[src/rtc_wdog_pkg.sv]
// Shared constants and carriers for the I/O-mapped calendar clock with watchdog.
// Assumes a single 100 MHz clock and an 8-bit processor I/O bus.
package rtc_wdog_pkg;

  // Clock rate and documented times
  localparam int CLK_HZ = 100_000_000;
  localparam int TICK_HZ = 64;                          // 1/64 s base tick
  localparam int TICK_CYCLES = CLK_HZ / TICK_HZ;
  localparam int PULSE_US = 7800;                       // 7.8 ms interrupt pulse
  localparam int PULSE_CYCLES = PULSE_US * (CLK_HZ / 1_000_000);
  localparam int WD_TIMEOUT_MS = 1420;                  // nominal watchdog timeout
  localparam int WD_CYCLES = WD_TIMEOUT_MS * (CLK_HZ / 1000);
  localparam int RST_HOLD_CYCLES = 16;                  // width of board reset request

  // Shared I/O window 40H..7FH
  localparam logic [7:0] WIN_BASE = 8'h40;
  localparam logic [7:0] WIN_MASK = 8'hc0;

  // Register index within the window (low four address bits)
  localparam logic [3:0] IDX_SEC_U = 4'h0;
  localparam logic [3:0] IDX_SEC_T = 4'h1;
  localparam logic [3:0] IDX_MIN_U = 4'h2;
  localparam logic [3:0] IDX_MIN_T = 4'h3;
  localparam logic [3:0] IDX_HOU_U = 4'h4;
  localparam logic [3:0] IDX_HOU_T = 4'h5;
  localparam logic [3:0] IDX_DAY_U = 4'h6;
  localparam logic [3:0] IDX_DAY_T = 4'h7;
  localparam logic [3:0] IDX_MON_U = 4'h8;
  localparam logic [3:0] IDX_MON_T = 4'h9;
  localparam logic [3:0] IDX_YEA_U = 4'ha;
  localparam logic [3:0] IDX_YEA_T = 4'hb;
  localparam logic [3:0] IDX_WEEK = 4'hc;
  localparam logic [3:0] IDX_CTRL_D = 4'hd;
  localparam logic [3:0] IDX_CTRL_E = 4'he;
  localparam logic [3:0] IDX_CTRL_F = 4'hf;
  localparam int NUM_DIGITS = 13;

  // Implemented bits of each digit register, index 12 (weekday) first
  localparam logic [12:0][3:0] DIGIT_MASK = {
    4'h7, 4'hf, 4'hf, 4'h1, 4'hf, 4'h3, 4'hf, 4'h7, 4'hf, 4'h7, 4'hf, 4'h7, 4'hf};

  // Field positions
  localparam int MERIDIEM_BIT = 2;                      // in hours tens
  localparam int D_ROUND_BIT = 3;
  localparam int D_FLAG_BIT = 2;
  localparam int D_BUSY_BIT = 1;
  localparam int D_COMMIT_BIT = 0;
  localparam int E_PERIOD_HI = 3;
  localparam int E_PERIOD_LO = 2;
  localparam int E_LATCH_BIT = 1;
  localparam int E_GATE_BIT = 0;
  localparam int F_TEST_BIT = 3;
  localparam int F_H24_BIT = 2;
  localparam int F_HALT_BIT = 1;
  localparam int F_DIVCLR_BIT = 0;
  localparam int JUMPER_BIT = 7;

  // Reset values of the control fields
  localparam logic [3:0] CTRL_E_RESET = 4'h0;
  localparam logic [2:0] CTRL_F_RESET = 3'h0;

  // Periodic interrupt period codes
  typedef enum logic [1:0] {
    PER_64TH = 2'h0,
    PER_SEC = 2'h1,
    PER_MIN = 2'h2,
    PER_HOUR = 2'h3
  } period_e;

  // One I/O bus request, all fields valid for one clock
  typedef struct packed {
    logic rd;
    logic wr;
    logic [7:0] addr;
    logic [7:0] wdata;
  } io_req_s;

endpackage

[src/rtc_watchdog_io.sv]
// Calendar clock, periodic interrupt, external watchdog and jumper sense,
// all decoded in one shared I/O window of the host processor.
// Assumes host strobes are synchronous to clk; jumper and board reset pins are
// asynchronous and are synchronised here. rstn is the backup-supply power-on reset.
`timescale 1ns/1ps

module rtc_watchdog_io #(
  parameter int TICK_CYC = rtc_wdog_pkg::TICK_CYCLES,
  parameter int PULSE_CYC = rtc_wdog_pkg::PULSE_CYCLES,
  parameter int WD_CYC = rtc_wdog_pkg::WD_CYCLES
) (
  // Clock and backup-supply reset
  input wire logic clk,
  input wire logic rstn,
  // Host I/O bus
  input rtc_wdog_pkg::io_req_s io_req,
  output logic [7:0] io_rdata,
  // Board pins
  input wire logic config_jumper_fitted,
  input wire logic watchdog_enable_jumper,
  input wire logic board_rst_n,
  // Outputs to the board
  output logic rtc_irq,
  output logic board_reset_req
);
  import rtc_wdog_pkg::*;

  typedef struct packed {
    logic [12:0][3:0] tm;
    logic [12:0][3:0] shadow;
    logic [12:0] dirty;
    logic irq_flag;
    logic commit_bit;
    logic [3:0] ctrl_e;
    logic [2:0] ctrl_f;
    logic [20:0] pre;
    logic [5:0] sub64;
    logic [19:0] pulse;
    logic [27:0] wd;
    logic [4:0] rst_hold;
    logic board_rst;
    logic [7:0] rdata;
    logic [1:0] jmp_sync;
    logic [1:0] wden_sync;
    logic [1:0] brst_sync;
  } rtc_state_s;

  rtc_state_s st;
  rtc_state_s next_st;

  // Window decode, mirrored on every 16-byte block
  function automatic logic win_hit(input io_req_s r, input logic [3:0] idx);
    win_hit = r.wr && ((r.addr & WIN_MASK) == WIN_BASE) && (r.addr[3:0] == idx);
  endfunction

  // Advance the calendar by one minute, carrying into hours, days, months, years
  function automatic logic [12:0][3:0] bump_minute(input logic [12:0][3:0] t,
                                                   input logic h24);
    logic [12:0][3:0] r;
    logic hc;
    logic dc;
    logic [7:0] mon;
    logic [7:0] dim;
    logic leap;
    r = t;
    hc = 1'b0;
    dc = 1'b0;
    if (r[2] != 4'h9)
      r[2] = r[2] + 4'h1;
    else
    begin
      r[2] = 4'h0;
      if (r[3] != 4'h5)
        r[3] = r[3] + 4'h1;
      else
      begin
        r[3] = 4'h0;
        hc = 1'b1;
      end
    end
    if (hc && h24)
    begin
      if (r[5][1:0] == 2'h2 && r[4] == 4'h3)
      begin
        r[5][1:0] = 2'h0;
        r[4] = 4'h0;
        dc = 1'b1;
      end
      else if (r[4] == 4'h9)
      begin
        r[4] = 4'h0;
        r[5][1:0] = r[5][1:0] + 2'h1;
      end
      else
        r[4] = r[4] + 4'h1;
    end
    else if (hc)
    begin
      // 12-hour mode: 11 -> 12 flips meridiem, 12 -> 1
      if (r[5][0] && r[4] == 4'h2)
      begin
        r[5][0] = 1'b0;
        r[4] = 4'h1;
      end
      else if (r[5][0] && r[4] == 4'h1)
      begin
        r[4] = 4'h2;
        dc = r[5][MERIDIEM_BIT];
        r[5][MERIDIEM_BIT] = ~r[5][MERIDIEM_BIT];
      end
      else if (r[4] == 4'h9)
      begin
        r[4] = 4'h0;
        r[5][0] = 1'b1;
      end
      else
        r[4] = r[4] + 4'h1;
    end
    // Month length from BCD month and year
    mon = {r[9], r[8]};
    leap = r[11][0] ? (r[10] == 4'h2 || r[10] == 4'h6)
                    : (r[10] == 4'h0 || r[10] == 4'h4 || r[10] == 4'h8);
    if (mon == 8'h02)
      dim = leap ? 8'h29 : 8'h28;
    else if (mon == 8'h04 || mon == 8'h06 || mon == 8'h09 || mon == 8'h11)
      dim = 8'h30;
    else
      dim = 8'h31;
    if (dc)
    begin
      r[12] = (r[12] == 4'h6) ? 4'h0 : r[12] + 4'h1;
      if ({r[7], r[6]} == dim)
      begin
        r[7] = 4'h0;
        r[6] = 4'h1;
        if (mon == 8'h12)
        begin
          r[9] = 4'h0;
          r[8] = 4'h1;
          if (r[10] == 4'h9)
          begin
            r[10] = 4'h0;
            r[11] = (r[11] == 4'h9) ? 4'h0 : r[11] + 4'h1;
          end
          else
            r[10] = r[10] + 4'h1;
        end
        else if (r[8] == 4'h9)
        begin
          r[8] = 4'h0;
          r[9] = 4'h1;
        end
        else
          r[8] = r[8] + 4'h1;
      end
      else if (r[6] == 4'h9)
      begin
        r[6] = 4'h0;
        r[7] = r[7] + 4'h1;
      end
      else
        r[6] = r[6] + 4'h1;
    end
    bump_minute = r;
  endfunction
  logic in_win, kick, wr_d, wr_e, wr_f, latched, busy;
  logic tick, sec_ev, min_ev, hour_ev, period_ev;
  logic [3:0] rd_val;
  // Bus decode and timebase events
  always_comb
  begin
    in_win = (io_req.addr & WIN_MASK) == WIN_BASE;
    kick = in_win && (io_req.rd || io_req.wr);
    wr_d = win_hit(io_req, IDX_CTRL_D);
    wr_e = win_hit(io_req, IDX_CTRL_E);
    wr_f = win_hit(io_req, IDX_CTRL_F);
    latched = st.ctrl_e[E_LATCH_BIT];
    // Halt stops the prescaler too; a divider clear costs the current tick
    if (st.ctrl_f[F_HALT_BIT - 1] || (wr_f && io_req.wdata[F_DIVCLR_BIT]))
      tick = 1'b0;
    else if (st.ctrl_f[F_TEST_BIT - 1])
      tick = 1'b1;
    else
      tick = st.pre == 21'(TICK_CYC - 1);
    sec_ev = tick && (st.sub64 == 6'h3f);
    min_ev = sec_ev && st.tm[1] == 4'h5 && st.tm[0] == 4'h9;
    hour_ev = min_ev && st.tm[3] == 4'h5 && st.tm[2] == 4'h9;
    unique case (period_e'(st.ctrl_e[E_PERIOD_HI:E_PERIOD_LO]))
      PER_64TH: period_ev = tick;
      PER_SEC: period_ev = sec_ev;
      PER_MIN: period_ev = min_ev;
      PER_HOUR: period_ev = hour_ev;
    endcase
    // Last 64th before a seconds rollover: counters are about to change
    busy = (st.sub64 == 6'h3f) && !st.ctrl_f[F_HALT_BIT - 1];
    unique case (io_req.addr[3:0])
      IDX_CTRL_D: rd_val = {1'b0, st.irq_flag, busy, st.commit_bit};
      IDX_CTRL_E: rd_val = st.ctrl_e;
      IDX_CTRL_F: rd_val = {st.ctrl_f, 1'b0};
      default: rd_val = st.tm[io_req.addr[3:0]] & DIGIT_MASK[io_req.addr[3:0]];
    endcase
  end

  // Next state
  always_comb
  begin
    next_st = st;
    next_st.jmp_sync = {st.jmp_sync[0], config_jumper_fitted};
    next_st.wden_sync = {st.wden_sync[0], watchdog_enable_jumper};
    next_st.brst_sync = {st.brst_sync[0], board_rst_n};

    // Prescaler chain
    if (wr_f && io_req.wdata[F_DIVCLR_BIT])
    begin
      next_st.pre = 21'h0;
      next_st.sub64 = 6'h0;
    end
    else if (!st.ctrl_f[F_HALT_BIT - 1])
    begin
      next_st.pre = (st.pre >= 21'(TICK_CYC - 1)) ? 21'h0 : st.pre + 21'h1;
      if (tick)
        next_st.sub64 = st.sub64 + 6'h1;
    end

    // Seconds count and carries
    if (sec_ev)
    begin
      if (st.tm[0] != 4'h9)
        next_st.tm[0] = st.tm[0] + 4'h1;
      else
      begin
        next_st.tm[0] = 4'h0;
        if (st.tm[1] != 4'h5)
          next_st.tm[1] = st.tm[1] + 4'h1;
        else
        begin
          next_st.tm[1] = 4'h0;
          next_st.tm = bump_minute(next_st.tm, st.ctrl_f[F_H24_BIT - 1]);
        end
      end
    end

    // Digit writes land in the staging copy until committed
    for (int i = 0; i < NUM_DIGITS; i++)
    begin
      if (win_hit(io_req, 4'(i)))
      begin
        next_st.shadow[i] = io_req.wdata[3:0] & DIGIT_MASK[i];
        next_st.dirty[i] = 1'b1;
      end
    end

    // Control D: commit first, so rounding in the same write acts on the new time
    if (wr_d)
    begin
      if (io_req.wdata[D_COMMIT_BIT])
      begin
        for (int i = 0; i < NUM_DIGITS; i++)
        begin
          if (st.dirty[i])
            next_st.tm[i] = st.shadow[i];
        end
        next_st.dirty = 13'h0;
      end
      if (io_req.wdata[D_ROUND_BIT])
      begin
        if (next_st.tm[1] >= 4'h3)
          next_st.tm = bump_minute(next_st.tm, st.ctrl_f[F_H24_BIT - 1]);
        next_st.tm[0] = 4'h0;
        next_st.tm[1] = 4'h0;
      end
      next_st.commit_bit = io_req.wdata[D_COMMIT_BIT];
      if (!io_req.wdata[D_FLAG_BIT] && latched)
        next_st.irq_flag = 1'b0;
    end
    if (wr_e)
      next_st.ctrl_e = io_req.wdata[3:0];
    if (wr_f)
      next_st.ctrl_f = io_req.wdata[3:1];

    // Pulse mode times itself out; a new period event always wins
    if (st.irq_flag && !latched)
    begin
      if (st.pulse == 20'h0)
        next_st.irq_flag = 1'b0;
      else
        next_st.pulse = st.pulse - 20'h1;
    end
    if (period_ev)
    begin
      next_st.irq_flag = 1'b1;
      next_st.pulse = 20'(PULSE_CYC - 1);
    end

    // Read data: jumper on bit 7, inverted; register value in low nibble
    if (io_req.rd && in_win)
      next_st.rdata = {~st.jmp_sync[1], 3'h0, rd_val};

    // External watchdog
    if (st.board_rst)
    begin
      if (st.rst_hold == 5'h0)
        next_st.board_rst = 1'b0;
      else
        next_st.rst_hold = st.rst_hold - 5'h1;
    end
    if (kick || !st.brst_sync[1])
      next_st.wd = 28'h0;
    else if (st.wden_sync[1] && st.wd >= 28'(WD_CYC - 1))
    begin
      next_st.wd = 28'h0;
      next_st.board_rst = 1'b1;
      next_st.rst_hold = 5'(RST_HOLD_CYCLES - 1);
    end
    else if (st.wden_sync[1])
      next_st.wd = st.wd + 28'h1;
  end

  // State register; only the backup-supply reset clears it, board reset clears just the watchdog count
  always_ff @(posedge clk or negedge rstn)
  begin
    if (!rstn)
    begin
      st <= '0;
      st.ctrl_e <= CTRL_E_RESET;
      st.ctrl_f <= CTRL_F_RESET;
      st.brst_sync <= 2'h3;
    end
    else
      st <= next_st;
  end
  assign io_rdata = st.rdata;
  assign rtc_irq = st.irq_flag && !st.ctrl_e[E_GATE_BIT];
  assign board_reset_req = st.board_rst;
endmodule

[config.mk]
export PLATFORM = sky130hd
export DESIGN_NAME = rtc_watchdog_io
export DESIGN_NICKNAME = d
export VERILOG_FILES = /design/src/rtc_wdog_pkg.sv /design/src/rtc_watchdog_io.sv
export SDC_FILE = /design/constraint.sdc
export NUM_CORES = 1
export LEC_CHECK = 0
export CORE_ASPECT_RATIO = 0.9
export CORE_MARGIN = 4
export CORE_UTILIZATION = 35
export CTS_BUF_LIST = sky130_fd_sc_hd__clkbuf_2
export DETAILED_ROUTE_END_ITERATION = 10
export DONT_BUFFER_PORTS = 1
export PLACE_DENSITY = 0.61
export SETUP_SLACK_MARGIN = 0.2
export SLEW_MARGIN = 10
export SYNTH_ARGS = -nofsm -noshare
export SYNTH_HDL_FRONTEND = slang
export SYNTH_SLANG_ARGS = --single-unit
[constraint.sdc]
create_clock -name clk -period 5.7 [get_ports clk]
set_clock_uncertainty 0.1 [all_clocks]
set_input_delay 0.285 -clock clk [delete_from_list [all_inputs] [get_ports clk]]
set_output_delay 0.285 -clock clk [all_outputs]
set_load 0.05 [all_outputs]
Word-level counts from Yosys, hierarchy flattened:

Memories as Yosys holds them, arrays and structs flattened.
Cells that the tools add are included.

* output and inout port bits: 10
* logic and storage cells: 385
* bits in read-only memories: 64
* input port bits: 23
* memories kept: 1
* register bits after elaboration: 209

Memory list
* (name not given): depth 16, width 4, read ports 1, clocked after Yosys merged registers in 0, write ports 0, RTL line rtc_watchdog_io.sv:200 `default: rd_val = st.tm[io_req.addr[3:0]] & DIGIT_MASK[io_req.addr[3:0]];`

* equal/unequal tests: 75
* add/subtract/negate cells: 27
* reductions and logical operators: 69
* magnitude comparators: 4
* bitwise operators: 4
* multiplexer cells: 164

Operators with widths (number)
* $mux W52: 6
* $mux W4: 43
* $mux W28: 5
* $mux W8: 12
* $eq A4 B4 Y1 const B: 22
* $add A4 B1 Y4 const B: 20
* $mux W1: 66
* $mux W20: 3
* $mux W27: 2
* $eq A4 B3 Y1 const B: 12
* $mux W48: 1
* $mux W5: 9
* $mux W44: 1
* $logic_and A1 B1 Y1: 38
* $mux W6: 6
* $eq A4 B2 Y1 const B: 8
* $eq A8 B3 Y1 const B: 4
* $eq A8 B5 Y1 const B: 4
* $mux W16: 2
* $add A28 B1 Y28 const B: 1
* $ge A28 B28 Y1 const B: 1
* $add A21 B1 Y21 const B: 1
* $eq A21 B21 Y1 const B: 1
* $ge A21 B21 Y1 const B: 1
* 35 further kinds: 74

Depth between registers and ports, before layout:

* depth in word-level cells: 35
* mapped depth: 20
* mapped depth without buffers: 20

Worst setup path before layout:

No wires, ideal clock.

* path kind: register to register
* start point: reg st[188] in the netlist's numbering
* end point: reg st[194] in the netlist's numbering
* cell stages (with the launch flop): 16
* library setup time: 0.082 ns
* clock period less this slack: 4.442 ns
* data arrival time: 4.260 ns
* slack: 1.258 ns
* path buffers: 0
* required time: 5.518 ns
* path through: dfrtp_1 > or3b_2 > nor2_1 > ha_1 > o311ai_1 > a2111oi_4 > nand2_2 > or4_1 > and3_4 > a2111oi_4 > o211ai_2 > o211ai_4 > xor2_4 > nor2_2 > or4_1 > a31oi_1

RTL lines
* start, declared: RTL line rtc_watchdog_io.sv:48 `rtc_state_s st;`
* start signal, assigned: RTL line rtc_watchdog_io.sv:330 `st <= next_st;`

==> summary.md <==
| Metric | Value |
|---|---|
| Fmax | `191 MHz` |
| Port bufs | `0` |
| Final worst-path cycle share | `0.920` |
| Clock Latency Late Sink | `just over 0.9 ns` |
| GR Overflow Total | `0` |
| Worst-path maximum fanout | `21` |
| Critical path launch point type | `flip-flop` |
| Status | `completed` |
| Maxcap violations | `0` |
| CP max stage delay | `0.64 ns` |
| Via count of the first global-routing pass | `11.5k` |
| Largest net degree at the start of global routing | `209` |
| Final Setup Violations | `0` |
| HPWL Detailed | `around 25,000 µm` |
| Largest family of logic cells by synthesized area | `simple AND/OR/NAND/NOR gates` |
| Crit Path Class | `reg2reg` |
| Area growth syn-to-layout | `10.8%` |
| Syn_area_per_cell | `8.78 µm²` |
| Post-Syn Area | `13,400 µm²` |
| Crit-path most repeated cell | `a2111oi_4` |
| Max-Slew Margin vs Limit | `0.280` |
| CTS tree | `done` |
| DRC violations left | `0` |
| Nets | `approximately 1.6k` |
| DR vias/cell | `5.63` |
| Adder-cell share of the synthesized area | `0.0178` |
| Number of synthesized flops with an enable pin | `0` |
| Top post-synthesis cells by area | `dfrtp_1, nand2_1, mux2_2, o21ai_0, nor2_1` |
| CTS Sinks | `208` |
| Leading cell types in the layout, fill and taps excluded | `nand2_1, dfrtp_1, nor2_1` |
| Antenna-violating nets left | `0` |
| CP max-delay cell | `or4_1` |
| Slew Limit Fails | `0` |
| Placeable core area | `37,500 µm²` |
| Crit-path cells | `or3b_2, nor2_1, ha_1, o311ai_1, a2111oi_4, nand2_2, or4_1, and3_4, a2111oi_4, o211ai_2, o211ai_4, xor2_4, nor4_4, a41oi_1, o31ai_1` |
| Synth unique cells | `just over 90` |
| Pwr Density | `269 nW/µm²` |
| Compound-Gate Fraction of Synth Area | `0.179` |
| Worst-Margin Slew | `roughly 1.1 ns` |
| Ys flop type | `dfrtp_1` |
| Post-synthesis mux area share | `0.0829` |
| Max clock buf depth | `3` |
| Synth Area in XOR/XNOR | `0.0427` |
| Final weighted congestion in routability-driven placement | `0.895` |
| HP Class | `in2async` |
| Initial antenna violation count | `5` |
| Cells after synthesis | `~1.5k` |
| Final core utilization | `0.395` |
| FFs w/ async S/R, synth | `1.00` |
| Initial Utilization | `0.357` |
| Post-synthesis sequential area ratio | `0.390` |
| First-pass GRT wire length | `61,400 µm` |
| Share of layout cells above drive strength 1 | `0.131` |
| Setup TNS | `0 ns` |
| Routed len/inst | `17.8 µm` |
| Yosys warning count | `0` |
| Commonest non-fill, non-tap cell in the layout | `nand2_1` |
| Number of synthesized register bits | `208` |
| Clk slew on worst S/H paths | `0.10 ns` |
| Die Height | `193 µm` |
| 1st-pass router iterations | `6` |
| Leakage | `6.10 nW` |
| Die area | `41,400 µm²` |
| Clock Tree Root | `clkbuf_2` |
| Bufs and invs on worst path | `0` |
| Power, Total | `3.98 mW` |
| Die width | `214 µm` |
| Crit. End Element | `flip-flop` |
| Biggest area consumer among synthesized cells | `dfrtp_1` |
| Minimum clock period | `between 5 and 6 ns` |
| Final Instance Area | `14,800 µm²` |
| Worst path top cell family by delay | `simple AND/OR/NAND/NOR gates` |
| Num rows | `67` |
| DRC marker count from the first detailed-route iteration | `1,084` |
| Num CTS Buffers | `58` |
| Worst vdd ir | `0.000101 V` |
| DP Area | `13,800 µm²` |
| Synth Area in Simple Gates | `0.253` |
| CP required | `6.42 ns` |
| Setup bufs post-CTS | `0` |
| Placed cells | `1,956` |
| RSZ-0062 raised after global routing | `no` |
| Global-route usage over all layers | `0.178` |
| Area share of the largest cell type after synthesis | `0.386` |
| Ports | `33` |
| Final std cells w/o fill | `2,109` |
| DR vias | `11.9k` |
| Htree depth | `2` |
| CP arrival | `slightly below 6 ns` |
| Register-to-Register Setup Slack | `0.46 ns` |
| Fin. Hold Viols | `0` |
| Post-Route WL | `37,500 µm` |
[cells in the mapped netlist (10+ instances only)]
| cell | count |
|---|---|
| a21oi_1 | 69 |
| a22oi_1 | 11 |
| a31oi_1 | 26 |
| and2_1 | 25 |
| and3_1 | 39 |
| clkbuf_1 | 42 |
| dfrtp_1 | 206 |
| ha_1 | 19 |
| inv_1 | 43 |
| mux2_2 | 56 |
| mux2i_1 | 24 |
| mux4_2 | 10 |
| nand2_1 | 208 |
| nand2b_1 | 17 |
| nand3_1 | 54 |
| nand3b_1 | 11 |
| nand4_1 | 26 |
| nor2_1 | 131 |
| nor2b_1 | 19 |
| nor3_1 | 30 |
| nor4_1 | 17 |
| o211ai_1 | 14 |
| o21a_1 | 13 |
| o21ai_0 | 125 |
| o22ai_1 | 12 |
| o31ai_1 | 18 |
| or3_1 | 17 |
| xnor2_1 | 31 |
| xor2_1 | 31 |
[timing repair]
action,in CTS,in global routing
resized for setup,0,0
hold buffers,41,0
hold endpoints to repair,337,0
[metrics by stage]
stage	setup WS, ns	hold WS (ns)
global placement	0.520	-0.0999
detailed placement	0.437	-0.102
floorplan	1.26	-0.111
CTS	0.504	0.0401
global route	0.204	0.103
finish	0.458	0.0260
[cell families after synthesis]
logic type,after synthesis
AOI/OAI and AO/OA,371
DFF,208
xor gates and xnor gates,63
muxes,91
other,1
buffers and inverters,110
and+or+nand+nor,659
adders and majority gates,19
[final timing paths]
path,start,endpoint,depth (start not counted)
worst max-delay path,st[188],st[216],15
worst min-delay path,rstn,st[53],2
worst max register to register,st[188],st[216],15
worst min register to register,next_st[5],st[5],0
max in group asynchronous,rstn,st[195],2
min in group clk,io_req[15],st[110],4
[cell type report]
class	instances	area, µm²
repair buffers	56	561
fillers	3781	22700
diodes	6	15.0
inverters	44	165
flip-flops and latches	208	5210
multi-input cells	1206	7720
well taps	483	604
clock inverters	27	138
clock buffers	79	395
[state kept, by name (all words and copies together) (netlist names)]
register / count
latched: 1
io_rdata: 5
board_reset_req: 1
st: 198
next_st: 3
[power by group]
group | leakage [nW] | internal, mW | switching, mW
Clock | 0.393 | 0.428 | 0.679
Combinational | 3.08 | 0.403 | 0.561
Sequential | 2.63 | 1.66 | 0.246
Total | 6.10 | 2.49 | 1.49
[routing by layer]
metal / part of all wire / GRT usage / up-vias / routed length [µm]
met4: 0.031 / 0.0605 / 0 / 1160
li1: - / - / 5695 / -
met3: 0.083 / 0.0447 / 91 / 3100
met5: 0 / 0 / - / 0
met1: 0.46 / 0.251 / 5662 / 17300
met2: 0.43 / 0.266 / 428 / 16000
Note: power is estimated with default switching activity, not from simulation.
